$ cat src/verilog/cptg_pkg.sv
// Functional notes
// - The continuous or counted pulse shape only matters while the output function is pulse.
// - Continuous mode alternates active and inactive phases forever and is the reset default.
// - Counted mode emits exactly the programmed number of cycles and then stops.
// - One count is one active phase followed by one inactive phase; the count defaults to 1.
// - The inactive phase lasts the programmed width of 1 to 9999 units of 100 ms, default 1.
// - The active phase lasts the programmed width of 1 to 9999 units of 100 ms, default 1.
// - Pulsing starts only after the channel is manually activated.
package cptg_pkg;

	// ****************************************
	// Register map
	// ****************************************
	localparam logic [3:0]  ADDR_CTRL      = 4'h0;
	localparam logic [3:0]  ADDR_COUNT     = 4'h1;
	localparam logic [3:0]  ADDR_ACT_W     = 4'h2;
	localparam logic [3:0]  ADDR_INACT_W   = 4'h3;
	localparam logic [3:0]  ADDR_STATUS    = 4'h4;
	localparam logic [3:0]  ADDR_DONE_CNT  = 4'h5;

	// Control field positions.
	localparam int          CTRL_FUNC_LSB  = 0;
	localparam int          CTRL_MODE_BIT  = 2;
	localparam int          CTRL_START_BIT = 3;
	localparam int          CTRL_STOP_BIT  = 4;

	// ****************************************
	// Encodings and reset values
	// ****************************************
	typedef enum logic [1:0] {
		FUNC_MANUAL   = 2'b00,
		FUNC_PULSE    = 2'b01,
		FUNC_DLY_I2A  = 2'b10,
		FUNC_DLY_A2I  = 2'b11
	} cptg_func_t;

	typedef enum logic {
		MODE_CONT  = 1'b0,
		MODE_COUNT = 1'b1
	} cptg_mode_t;

	typedef enum logic [1:0] {
		ST_IDLE     = 2'b00,
		ST_ACTIVE   = 2'b01,
		ST_INACTIVE = 2'b10
	} cptg_state_t;

	localparam logic [15:0] COUNT_RST      = 16'h0001;
	localparam logic [13:0] WIDTH_RST      = 14'h0001;
	localparam logic [13:0] WIDTH_MIN      = 14'h0001;
	localparam logic [13:0] WIDTH_MAX      = 14'h270F;

	// ****************************************
	// Timing
	// ****************************************
	localparam int          CLK_MHZ        = 100;
	localparam int          UNIT_MS        = 100;
	localparam int          UNIT_CYCLES    = UNIT_MS * 1000 * CLK_MHZ;

endpackage : cptg_pkg

$ cat src/verilog/cptg_tick_if.sv
`timescale 1ns/1ns
// Timebase tick and its clear, shared between the top and the divider.
interface cptg_tick_if;
	logic tick;
	logic clear;
	modport src (output tick, input clear);
	modport dst (input tick, output clear);
endinterface : cptg_tick_if

$ cat src/verilog/cptg_regs.sv
`timescale 1ns/1ns
// Settings held by software; widths are clamped into their legal range on write.
module cptg_regs (
	input  wire logic                  clock_in,
	input  wire logic                  rst_in,
	input  wire logic [3:0]            addr_in,
	input  wire logic [31:0]           wdata_in,
	input  wire logic                  wr_in,
	output cptg_pkg::cptg_func_t       func_out,
	output cptg_pkg::cptg_mode_t       mode_out,
	output logic [15:0]                count_out,
	output logic [13:0]                act_w_out,
	output logic [13:0]                inact_w_out
);
	import cptg_pkg::*;

	cptg_func_t  next_func;
	cptg_mode_t  next_mode;
	logic [15:0] next_count;
	logic [13:0] next_act;
	logic [13:0] next_inact;

	function automatic logic [13:0] clamp_w(input logic [31:0] v);
		logic [13:0] r;
		r = v[13:0];
		if (v[31:0] < 32'(WIDTH_MIN)) r = WIDTH_MIN;
		else if (v[31:0] > 32'(WIDTH_MAX)) r = WIDTH_MAX;
		return r;
	endfunction : clamp_w

	// Write decode.
	always_comb begin
		next_func  = func_out;
		next_mode  = mode_out;
		next_count = count_out;
		next_act   = act_w_out;
		next_inact = inact_w_out;
		if (wr_in && addr_in == ADDR_CTRL) begin
			next_func = cptg_func_t'(wdata_in[CTRL_FUNC_LSB +: 2]);
			next_mode = cptg_mode_t'(wdata_in[CTRL_MODE_BIT]);
		end else if (wr_in && addr_in == ADDR_COUNT) begin
			next_count = wdata_in[15:0];
		end else if (wr_in && addr_in == ADDR_ACT_W) begin
			next_act = clamp_w(wdata_in);
		end else if (wr_in && addr_in == ADDR_INACT_W) begin
			next_inact = clamp_w(wdata_in);
		end
	end

	// Register the settings; defaults match the documented ones.
	always_ff @(posedge clock_in or posedge rst_in) begin
		if (rst_in) begin
			func_out    <= FUNC_MANUAL;
			mode_out    <= MODE_CONT;
			count_out   <= COUNT_RST;
			act_w_out   <= WIDTH_RST;
			inact_w_out <= WIDTH_RST;
		end else begin
			func_out    <= next_func;
			mode_out    <= next_mode;
			count_out   <= next_count;
			act_w_out   <= next_act;
			inact_w_out <= next_inact;
		end
	end

endmodule : cptg_regs

$ cat src/verilog/cptg_tick_div.sv
`timescale 1ns/1ns
// Divides the system clock down to one enable pulse per 100 ms unit.
module cptg_tick_div #(
	parameter int UNIT_CYCLES = cptg_pkg::UNIT_CYCLES
) (
	input  wire logic  clock_in,
	input  wire logic  rst_in,
	cptg_tick_if.src   tick_bus
);
	import cptg_pkg::*;

	logic [31:0] div_cnt;
	logic [31:0] next_div_cnt;
	logic        next_tick;

	// Restart on clear so that every phase begins on a full unit.
	always_comb begin
		next_div_cnt = div_cnt + 32'h00000001;
		next_tick    = 1'b0;
		if (tick_bus.clear) begin
			next_div_cnt = 32'h00000000;
		end else if (div_cnt >= 32'(UNIT_CYCLES - 1)) begin
			next_div_cnt = 32'h00000000;
			next_tick    = 1'b1;
		end
	end

	// Register the count and the tick.
	always_ff @(posedge clock_in or posedge rst_in) begin
		if (rst_in) begin
			div_cnt       <= 32'h00000000;
			tick_bus.tick <= 1'b0;
		end else begin
			div_cnt       <= next_div_cnt;
			tick_bus.tick <= next_tick;
		end
	end

endmodule : cptg_tick_div

$ cat src/verilog/cptg_top.sv
`timescale 1ns/1ns
// Pulse train generator for one output channel.
module cptg_top #(
	parameter int UNIT_CYCLES = cptg_pkg::UNIT_CYCLES
) (
	input  wire logic         clock_in,
	input  wire logic         rst_in,
	input  wire logic [3:0]   addr_in,
	input  wire logic [31:0]  wdata_in,
	input  wire logic         wr_in,
	input  wire logic         rd_in,
	output logic [31:0]       rdata_out,
	output logic              chan_out,
	output logic              busy_out
);
	import cptg_pkg::*;

	cptg_tick_if tick_bus ();
	cptg_func_t  func;
	cptg_mode_t  mode;
	logic [15:0] count_set;
	logic [13:0] act_w;
	logic [13:0] inact_w;

	cptg_state_t state;
	cptg_state_t next_state;
	logic [13:0] phase_cnt;
	logic [13:0] next_phase_cnt;
	logic [15:0] cyc_cnt;
	logic [15:0] next_cyc_cnt;
	logic        next_chan;
	logic [31:0] next_rdata;
	logic        start_req;
	logic        stop_req;
	logic        counted;
	logic [31:0] tick_gap;
	logic [31:0] next_tick_gap;

	// ****************************************
	// Settings and timebase
	// ****************************************
	cptg_regs u_regs (
		.clock_in    (clock_in),
		.rst_in      (rst_in),
		.addr_in     (addr_in),
		.wdata_in    (wdata_in),
		.wr_in       (wr_in),
		.func_out    (func),
		.mode_out    (mode),
		.count_out   (count_set),
		.act_w_out   (act_w),
		.inact_w_out (inact_w)
	);

	cptg_tick_div #(.UNIT_CYCLES(UNIT_CYCLES)) u_div (
		.clock_in (clock_in),
		.rst_in   (rst_in),
		.tick_bus (tick_bus.src)
	);

	// Start and stop are write-only strobes in the control word.
	assign start_req = wr_in && addr_in == ADDR_CTRL && wdata_in[CTRL_START_BIT];
	assign stop_req  = wr_in && addr_in == ADDR_CTRL && wdata_in[CTRL_STOP_BIT];
	// Mode only matters under the pulse function.
	assign counted   = (func == FUNC_PULSE) && (mode == MODE_COUNT);
	// Hold the divider at zero whenever no train runs in the next cycle.
	// Releasing it on the start edge itself keeps the first unit as long as the rest.
	assign tick_bus.clear = (next_state == ST_IDLE);
	assign busy_out  = (state != ST_IDLE);

	// ****************************************
	// Phase sequencer
	// ****************************************
	// Phase counters count ticks; a phase ends after its width in ticks.
	always_comb begin
		next_state     = state;
		next_phase_cnt = phase_cnt;
		next_cyc_cnt   = cyc_cnt;
		case (state)
			ST_IDLE: begin
				next_phase_cnt = 14'h0000;
				next_cyc_cnt   = 16'h0000;
				// A zero count in counted mode produces nothing.
				if (start_req && !stop_req && func == FUNC_PULSE &&
				    !(counted && count_set == 16'h0000)) begin
					next_state = ST_ACTIVE;
				end
			end
			ST_ACTIVE: begin
				if (tick_bus.tick) begin
					if (phase_cnt + 14'h0001 >= act_w) begin
						next_state     = ST_INACTIVE;
						next_phase_cnt = 14'h0000;
					end else begin
						next_phase_cnt = phase_cnt + 14'h0001;
					end
				end
			end
			ST_INACTIVE: begin
				if (tick_bus.tick) begin
					if (phase_cnt + 14'h0001 >= inact_w) begin
						next_phase_cnt = 14'h0000;
						next_cyc_cnt   = cyc_cnt + 16'h0001;
						if (counted && cyc_cnt + 16'h0001 >= count_set) begin
							next_state   = ST_IDLE;
							next_cyc_cnt = 16'h0000;
						end else begin
							next_state = ST_ACTIVE;
						end
					end else begin
						next_phase_cnt = phase_cnt + 14'h0001;
					end
				end
			end
			default: begin
				next_state = ST_IDLE;
			end
		endcase
		// Deactivation or leaving the pulse function ends the train at once.
		if (state != ST_IDLE && (stop_req || func != FUNC_PULSE)) begin
			next_state     = ST_IDLE;
			next_phase_cnt = 14'h0000;
			next_cyc_cnt   = 16'h0000;
		end
		next_chan = (next_state == ST_ACTIVE);
	end

	// Register the sequencer; the output is registered to stay glitch free.
	always_ff @(posedge clock_in or posedge rst_in) begin
		if (rst_in) begin
			state     <= ST_IDLE;
			phase_cnt <= 14'h0000;
			cyc_cnt   <= 16'h0000;
			chan_out  <= 1'b0;
		end else begin
			state     <= next_state;
			phase_cnt <= next_phase_cnt;
			cyc_cnt   <= next_cyc_cnt;
			chan_out  <= next_chan;
		end
	end

	// ****************************************
	// Read port
	// ****************************************
	// Unmapped addresses read as zero.
	always_comb begin
		next_rdata = 32'h00000000;
		if (!rd_in) begin
			next_rdata = 32'h00000000;
		end else if (addr_in == ADDR_CTRL) begin
			next_rdata = {29'h00000000, mode, func};
		end else if (addr_in == ADDR_COUNT) begin
			next_rdata = {16'h0000, count_set};
		end else if (addr_in == ADDR_ACT_W) begin
			next_rdata = {18'h00000, act_w};
		end else if (addr_in == ADDR_INACT_W) begin
			next_rdata = {18'h00000, inact_w};
		end else if (addr_in == ADDR_STATUS) begin
			next_rdata = {29'h00000000, chan_out, state};
		end else if (addr_in == ADDR_DONE_CNT) begin
			next_rdata = {16'h0000, cyc_cnt};
		end
	end

	// Read data stand for the one cycle after the strobe.
	always_ff @(posedge clock_in or posedge rst_in) begin
		if (rst_in) begin
			rdata_out <= 32'h00000000;
		end else begin
			rdata_out <= next_rdata;
		end
	end

	// ****************************************
	// Timebase and sequence checks
	// ****************************************
	// Cycles since the divider restarted or last ticked, kept only for the checks.
	// It measures the unit apart from the divider, so a skewed first unit shows up.
	always_comb begin
		next_tick_gap = tick_gap + 32'h00000001;
		if (tick_bus.clear) begin
			next_tick_gap = 32'h00000000;
		end else if (tick_bus.tick) begin
			next_tick_gap = 32'h00000001;
		end
	end

	// Register the helper count.
	always_ff @(posedge clock_in or posedge rst_in) begin
		if (rst_in) begin
			tick_gap <= 32'h00000000;
		end else begin
			tick_gap <= next_tick_gap;
		end
	end
endmodule : cptg_top
$ cat config.mk
export PLATFORM = sky130hd
export DESIGN_NAME = cptg_top
export DESIGN_NICKNAME = d
export VERILOG_FILES = /design/src/verilog/cptg_pkg.sv /design/src/verilog/cptg_tick_if.sv /design/src/verilog/cptg_regs.sv /design/src/verilog/cptg_tick_div.sv /design/src/verilog/cptg_top.sv
export SDC_FILE = /design/constraint.sdc
export NUM_CORES = 1
export LEC_CHECK = 0
export BUFFER_PORTS_ARGS = -buffer_cell sky130_fd_sc_hd__buf_2
export CORE_ASPECT_RATIO = 0.8
export CORE_MARGIN = 8
export CORE_UTILIZATION = 40
export DETAILED_ROUTE_END_ITERATION = 10
export GPL_TIMING_DRIVEN = 0
export PLACE_DENSITY_LB_ADDON = 0.25
export SKIP_LAST_GASP = 1
export SYNTH_ARGS = -nofsm -noshare
export SYNTH_HDL_FRONTEND = slang
export SYNTH_SLANG_ARGS = --single-unit
$ cat constraint.sdc
create_clock -name clock_in -period 6 [get_ports clock_in]
set_clock_uncertainty 0.2 [all_clocks]
set_input_delay 1.5 -clock clock_in [delete_from_list [all_inputs] [get_ports clock_in]]
set_output_delay 1.5 -clock clock_in [all_outputs]
set_load 0.02 [all_outputs]
==> impl_metrics.py <==
metrics = {
    "timing": {
        "max_freq_ghz": 0.2057,
        "setup_tns_ns": 0,
        "grt_setup_unrepaired": "no",
        "hold_viol": 0,
        "slew-limit-headroom_pct": 40.41,
        "slew_viol_final": 0,
        "period_needed_ns": 4.861,
        "tightest_slew_ns": 0.8939,
        "post-route-period-util_pct": 81.01,
        "finalSetupViolations": 0,
    },
    "worst_setup_path": {
        "crit_fanout": 10,
        "endpoint_kind": "flop",
        "worstReg2RegEnd": "cyc_cnt[14]",
        "cp.required_ns": 6.09,
        "path_class": "reg -> reg",
        "arrival_ns": 4.95,
        "reg2reg_slack_ns": 1.14,
        "r2r_start": "phase_cnt[0]",
        "path_buf_inv": 1,
        "critPathMostFrequentCell": "and3_1",
        "cp_slowest_cell": "a221oi_2",
        "critPathTopFamily": "simple AND/OR/NAND/NOR gates",
        "rr_worst_depth": 16,
        "cp-start-kind": "flop",
        "timing.critical_path.cells": "ha_1 > and3_1 > and3_1 > and3_1 > and3_1 > nand3_1 > xnor2_1 > ha_1 > nand4_1 > o21ai_0 > a211o_1 > a221oi_2 > nor2_1 > buf_6 > a22oi_1 > nor2_1",
        "cp_slowest_stage_delay_ns": 0.76,
    },
    "synthesis": {
        "async_flop_share_pct": 100.0,
        "ys_seq_elements": 129,
        "synthCells": 811,
        "syn_area_sq_mm": 0.007821,
        "ys.warnings.count": 0,
        "ys.flop_type": "dfrtp_1",
        "yosysTopAreaCell": "dfrtp_1",
        "ys_top_cells_by_area": "dfrtp_1 (40%), ha_1 (8.2%), nand2_1 (4.0%)",
        "yosysMostFrequentCell": "dfrtp_1",
        "synthDistinctLibCells": 67,
        "synth_common_cells": "dfrtp_1 (126), nand2_1 (84), o21ai_0 (59)",
        "synth_top_cell_area_share_pct": 40.31,
        "synth.avg_cell_area_sq_um": 9.644,
        "yosysSeqAreaShare_pct": 41.32,
        "synth-edff-count": 0,
    },
    "die": {
        "die-area_sq_mm": 0.02431,
        "core.rowCount": 45,
        "io-pin-count": 74,
        "die_h_microns": 141.1,
        "die_x_microns": 172.3,
        "start_util_pct": 40.98,
        "core-area_sq_mm": 0.01909,
    },
    "worst_hold_path": {
        "worstHoldStart": "u_regs.inact_w_out[4]",
        "hold_path.class": "reg -> reg",
        "whs_endpoint": "u_regs.inact_w_out[4]",
        "hold_depth": 2,
    },
    "global_routing": {
        "grt_pass1_vias": 6245,
        "grt_pass1_wl_microns": 34430,
        "grt_start_max_net_pins": 75,
        "grtUsageTotal_pct": 18.30,
        "grt_overflow_total": 0,
        "antenna_found_initial": 0,
    },
    "clock_network": {
        "htreeDepth": 4,
        "hold_buffers": 0,
        "cts_tree": "done",
        "clock_latency_ns": 0.42,
        "clock_sinks": 129,
        "cts_setup_buffers": 0,
        "cts.path.max_buffers": 2,
        "root_buffer": "clkbuf_16",
        "clk_pin_slew_ns": 0.06,
        "post_cts_resized": 0,
        "cts_made_buffers": 17,
    },
    "routing": {
        "vias_per_cell": 5.505,
        "drc": 0,
        "vias": 6496,
        "detail_route.first_pass.iterations": 9,
        "antenna_left": 0,
        "drt_iter0_drc": 663,
        "routed_wl_microns": 21500,
        "wl_per_cell_microns": 18.22,
    },
    "cells_and_area": {
        "stdcell_area_sq_mm": 0.009131,
        "drive_gt1_share_pct": 18.22,
        "areaGrowthSynthToFinish_pct": 16.75,
        "diodes": 0,
        "layout.nets": 1000,
    },
    "run_status": {
        "status": "completed",
    },
    "placed_design": {
        "place_congestion": 0.8691,
        "dpl_cell_area_sq_mm": 0.008538,
        "port_buffers": 55,
        "hpwl_microns": 16250,
    },
    "pwr": {
        "p_leak_nw": 4.198,
        "ir_worst_vdd_v": 0.0001740,
        "power_density_mw_per_mm2": 282.2,
    },
    "job": {
        "maxCapViolCount": 0,
    },
}
==> area by class of cell <==
type	instances	area [sq um]
Tap cell	258	322.8
Clock inverter	14	163.9
Inverter	53	203.9
Buffer	49	301.5
Sequential cell	129	3232
Multi-Input combinational cell	603	4175
Clock buffer	18	429.2
Fill cell	1827	9956
Timing Repair Buffer	56	302.8
==> per-layer routing <==
layer | global-route usage [%] | routed length [microns]
met1 | 26.99 | 10560
met2 | 25.14 | 8719
met5 | 0 | 0
met4 | 5.027 | 312
met3 | 5.552 | 1912
==> cell usage in the layout (no fill, tap or decap), types with 11 or more instances in the layout <==
cell type / synthesis / layout
buf_4: 20 / 20
a21oi_1: 33 / 33
nand4_1: 15 / 15
mux2_2: 20 / 20
buf_2: 2 / 57
nand3b_1: 11 / 11
o21ai_0: 59 / 59
conb_1: 1 / 24
ha_1: 51 / 51
clkbuf_16: 0 / 17
a222oi_1: 14 / 14
inv_1: 53 / 52
nor4_1: 13 / 13
clkbuf_1: 18 / 19
and3_1: 19 / 19
xor2_1: 27 / 27
nor2b_1: 12 / 12
nand2_1: 84 / 84
nand3_1: 21 / 21
a2111oi_2: 17 / 17
dfrtp_1: 126 / 126
nor2_1: 57 / 57
xnor2_1: 21 / 21
==> logic make-up (layout without fill, tap and decap cells) <==
group,Yosys count,in the layout,share of synthesized area [%]
other,1,24,0.04795
adders and majority gates,51,51,8.159
DFF,129,129,41.32
buffers and inverters,102,190,6.399
muxes,22,22,3.136
and+or+nand+nor,271,271,17.55
AOI/OAI and AO/OA,187,187,18.01
xor gates and xnor gates,48,48,5.375
==> sequential cells by signal, summed over array words and instances (netlist names), 2 cells and up <==
signal and count:
cyc_cnt 16, phase_cnt 14, rdata_out 16, state 2, u_div.div_cnt 32, u_regs.act_w_out 14, u_regs.count_out 16, u_regs.func_out 2
u_regs.inact_w_out 14
==> how the worst max path moves through the flow <==
stage,cells past startpoint,slack (ns),startpoint,endpoint
6_report,16,1.14,phase_cnt[0],cyc_cnt[14]
5_1_grt,16,0.72,phase_cnt[0],cyc_cnt[12]
4_1_cts,16,1.13,phase_cnt[0],cyc_cnt[14]
3_5_place_dp,16,1.18,phase_cnt[0],cyc_cnt[10]
3_3_place_gp,2,-0.80,rst_in,rdata_out[7]
2_1_floorplan,1,0.86,rst_in,chan_out
==> worst min-delay path: cells and delay by family, from the launching register on <==
kind,cells,cell delay (ns)
AOI/OAI and AO/OA,1,0.06
and+or+nand+nor,1,0.04
DFF,1,0.34
==> report_power, final <==
part	switching [mW]	internal, mW
sequential	0.0704	0.942
combinational	0.342	0.165
clock	0.405	0.652
==> metrics by stage <==
stage	setup slack [ns]	hold slack (ns)	utilization, %	total power, mW	cells
floorplan	0.8640	0.2498	-	1.348	834
global placement	-0.7971	0.2630	44.56	1.515	1147
detailed placement	1.182	0.2708	44.73	1.523	1148
CTS	1.130	0.2833	47.84	2.582	1180
global route	0.7158	0.2964	47.84	2.696	1180
finish	1.140	0.2807	47.84	2.577	1180
Power figures use the tool's default switching activity.
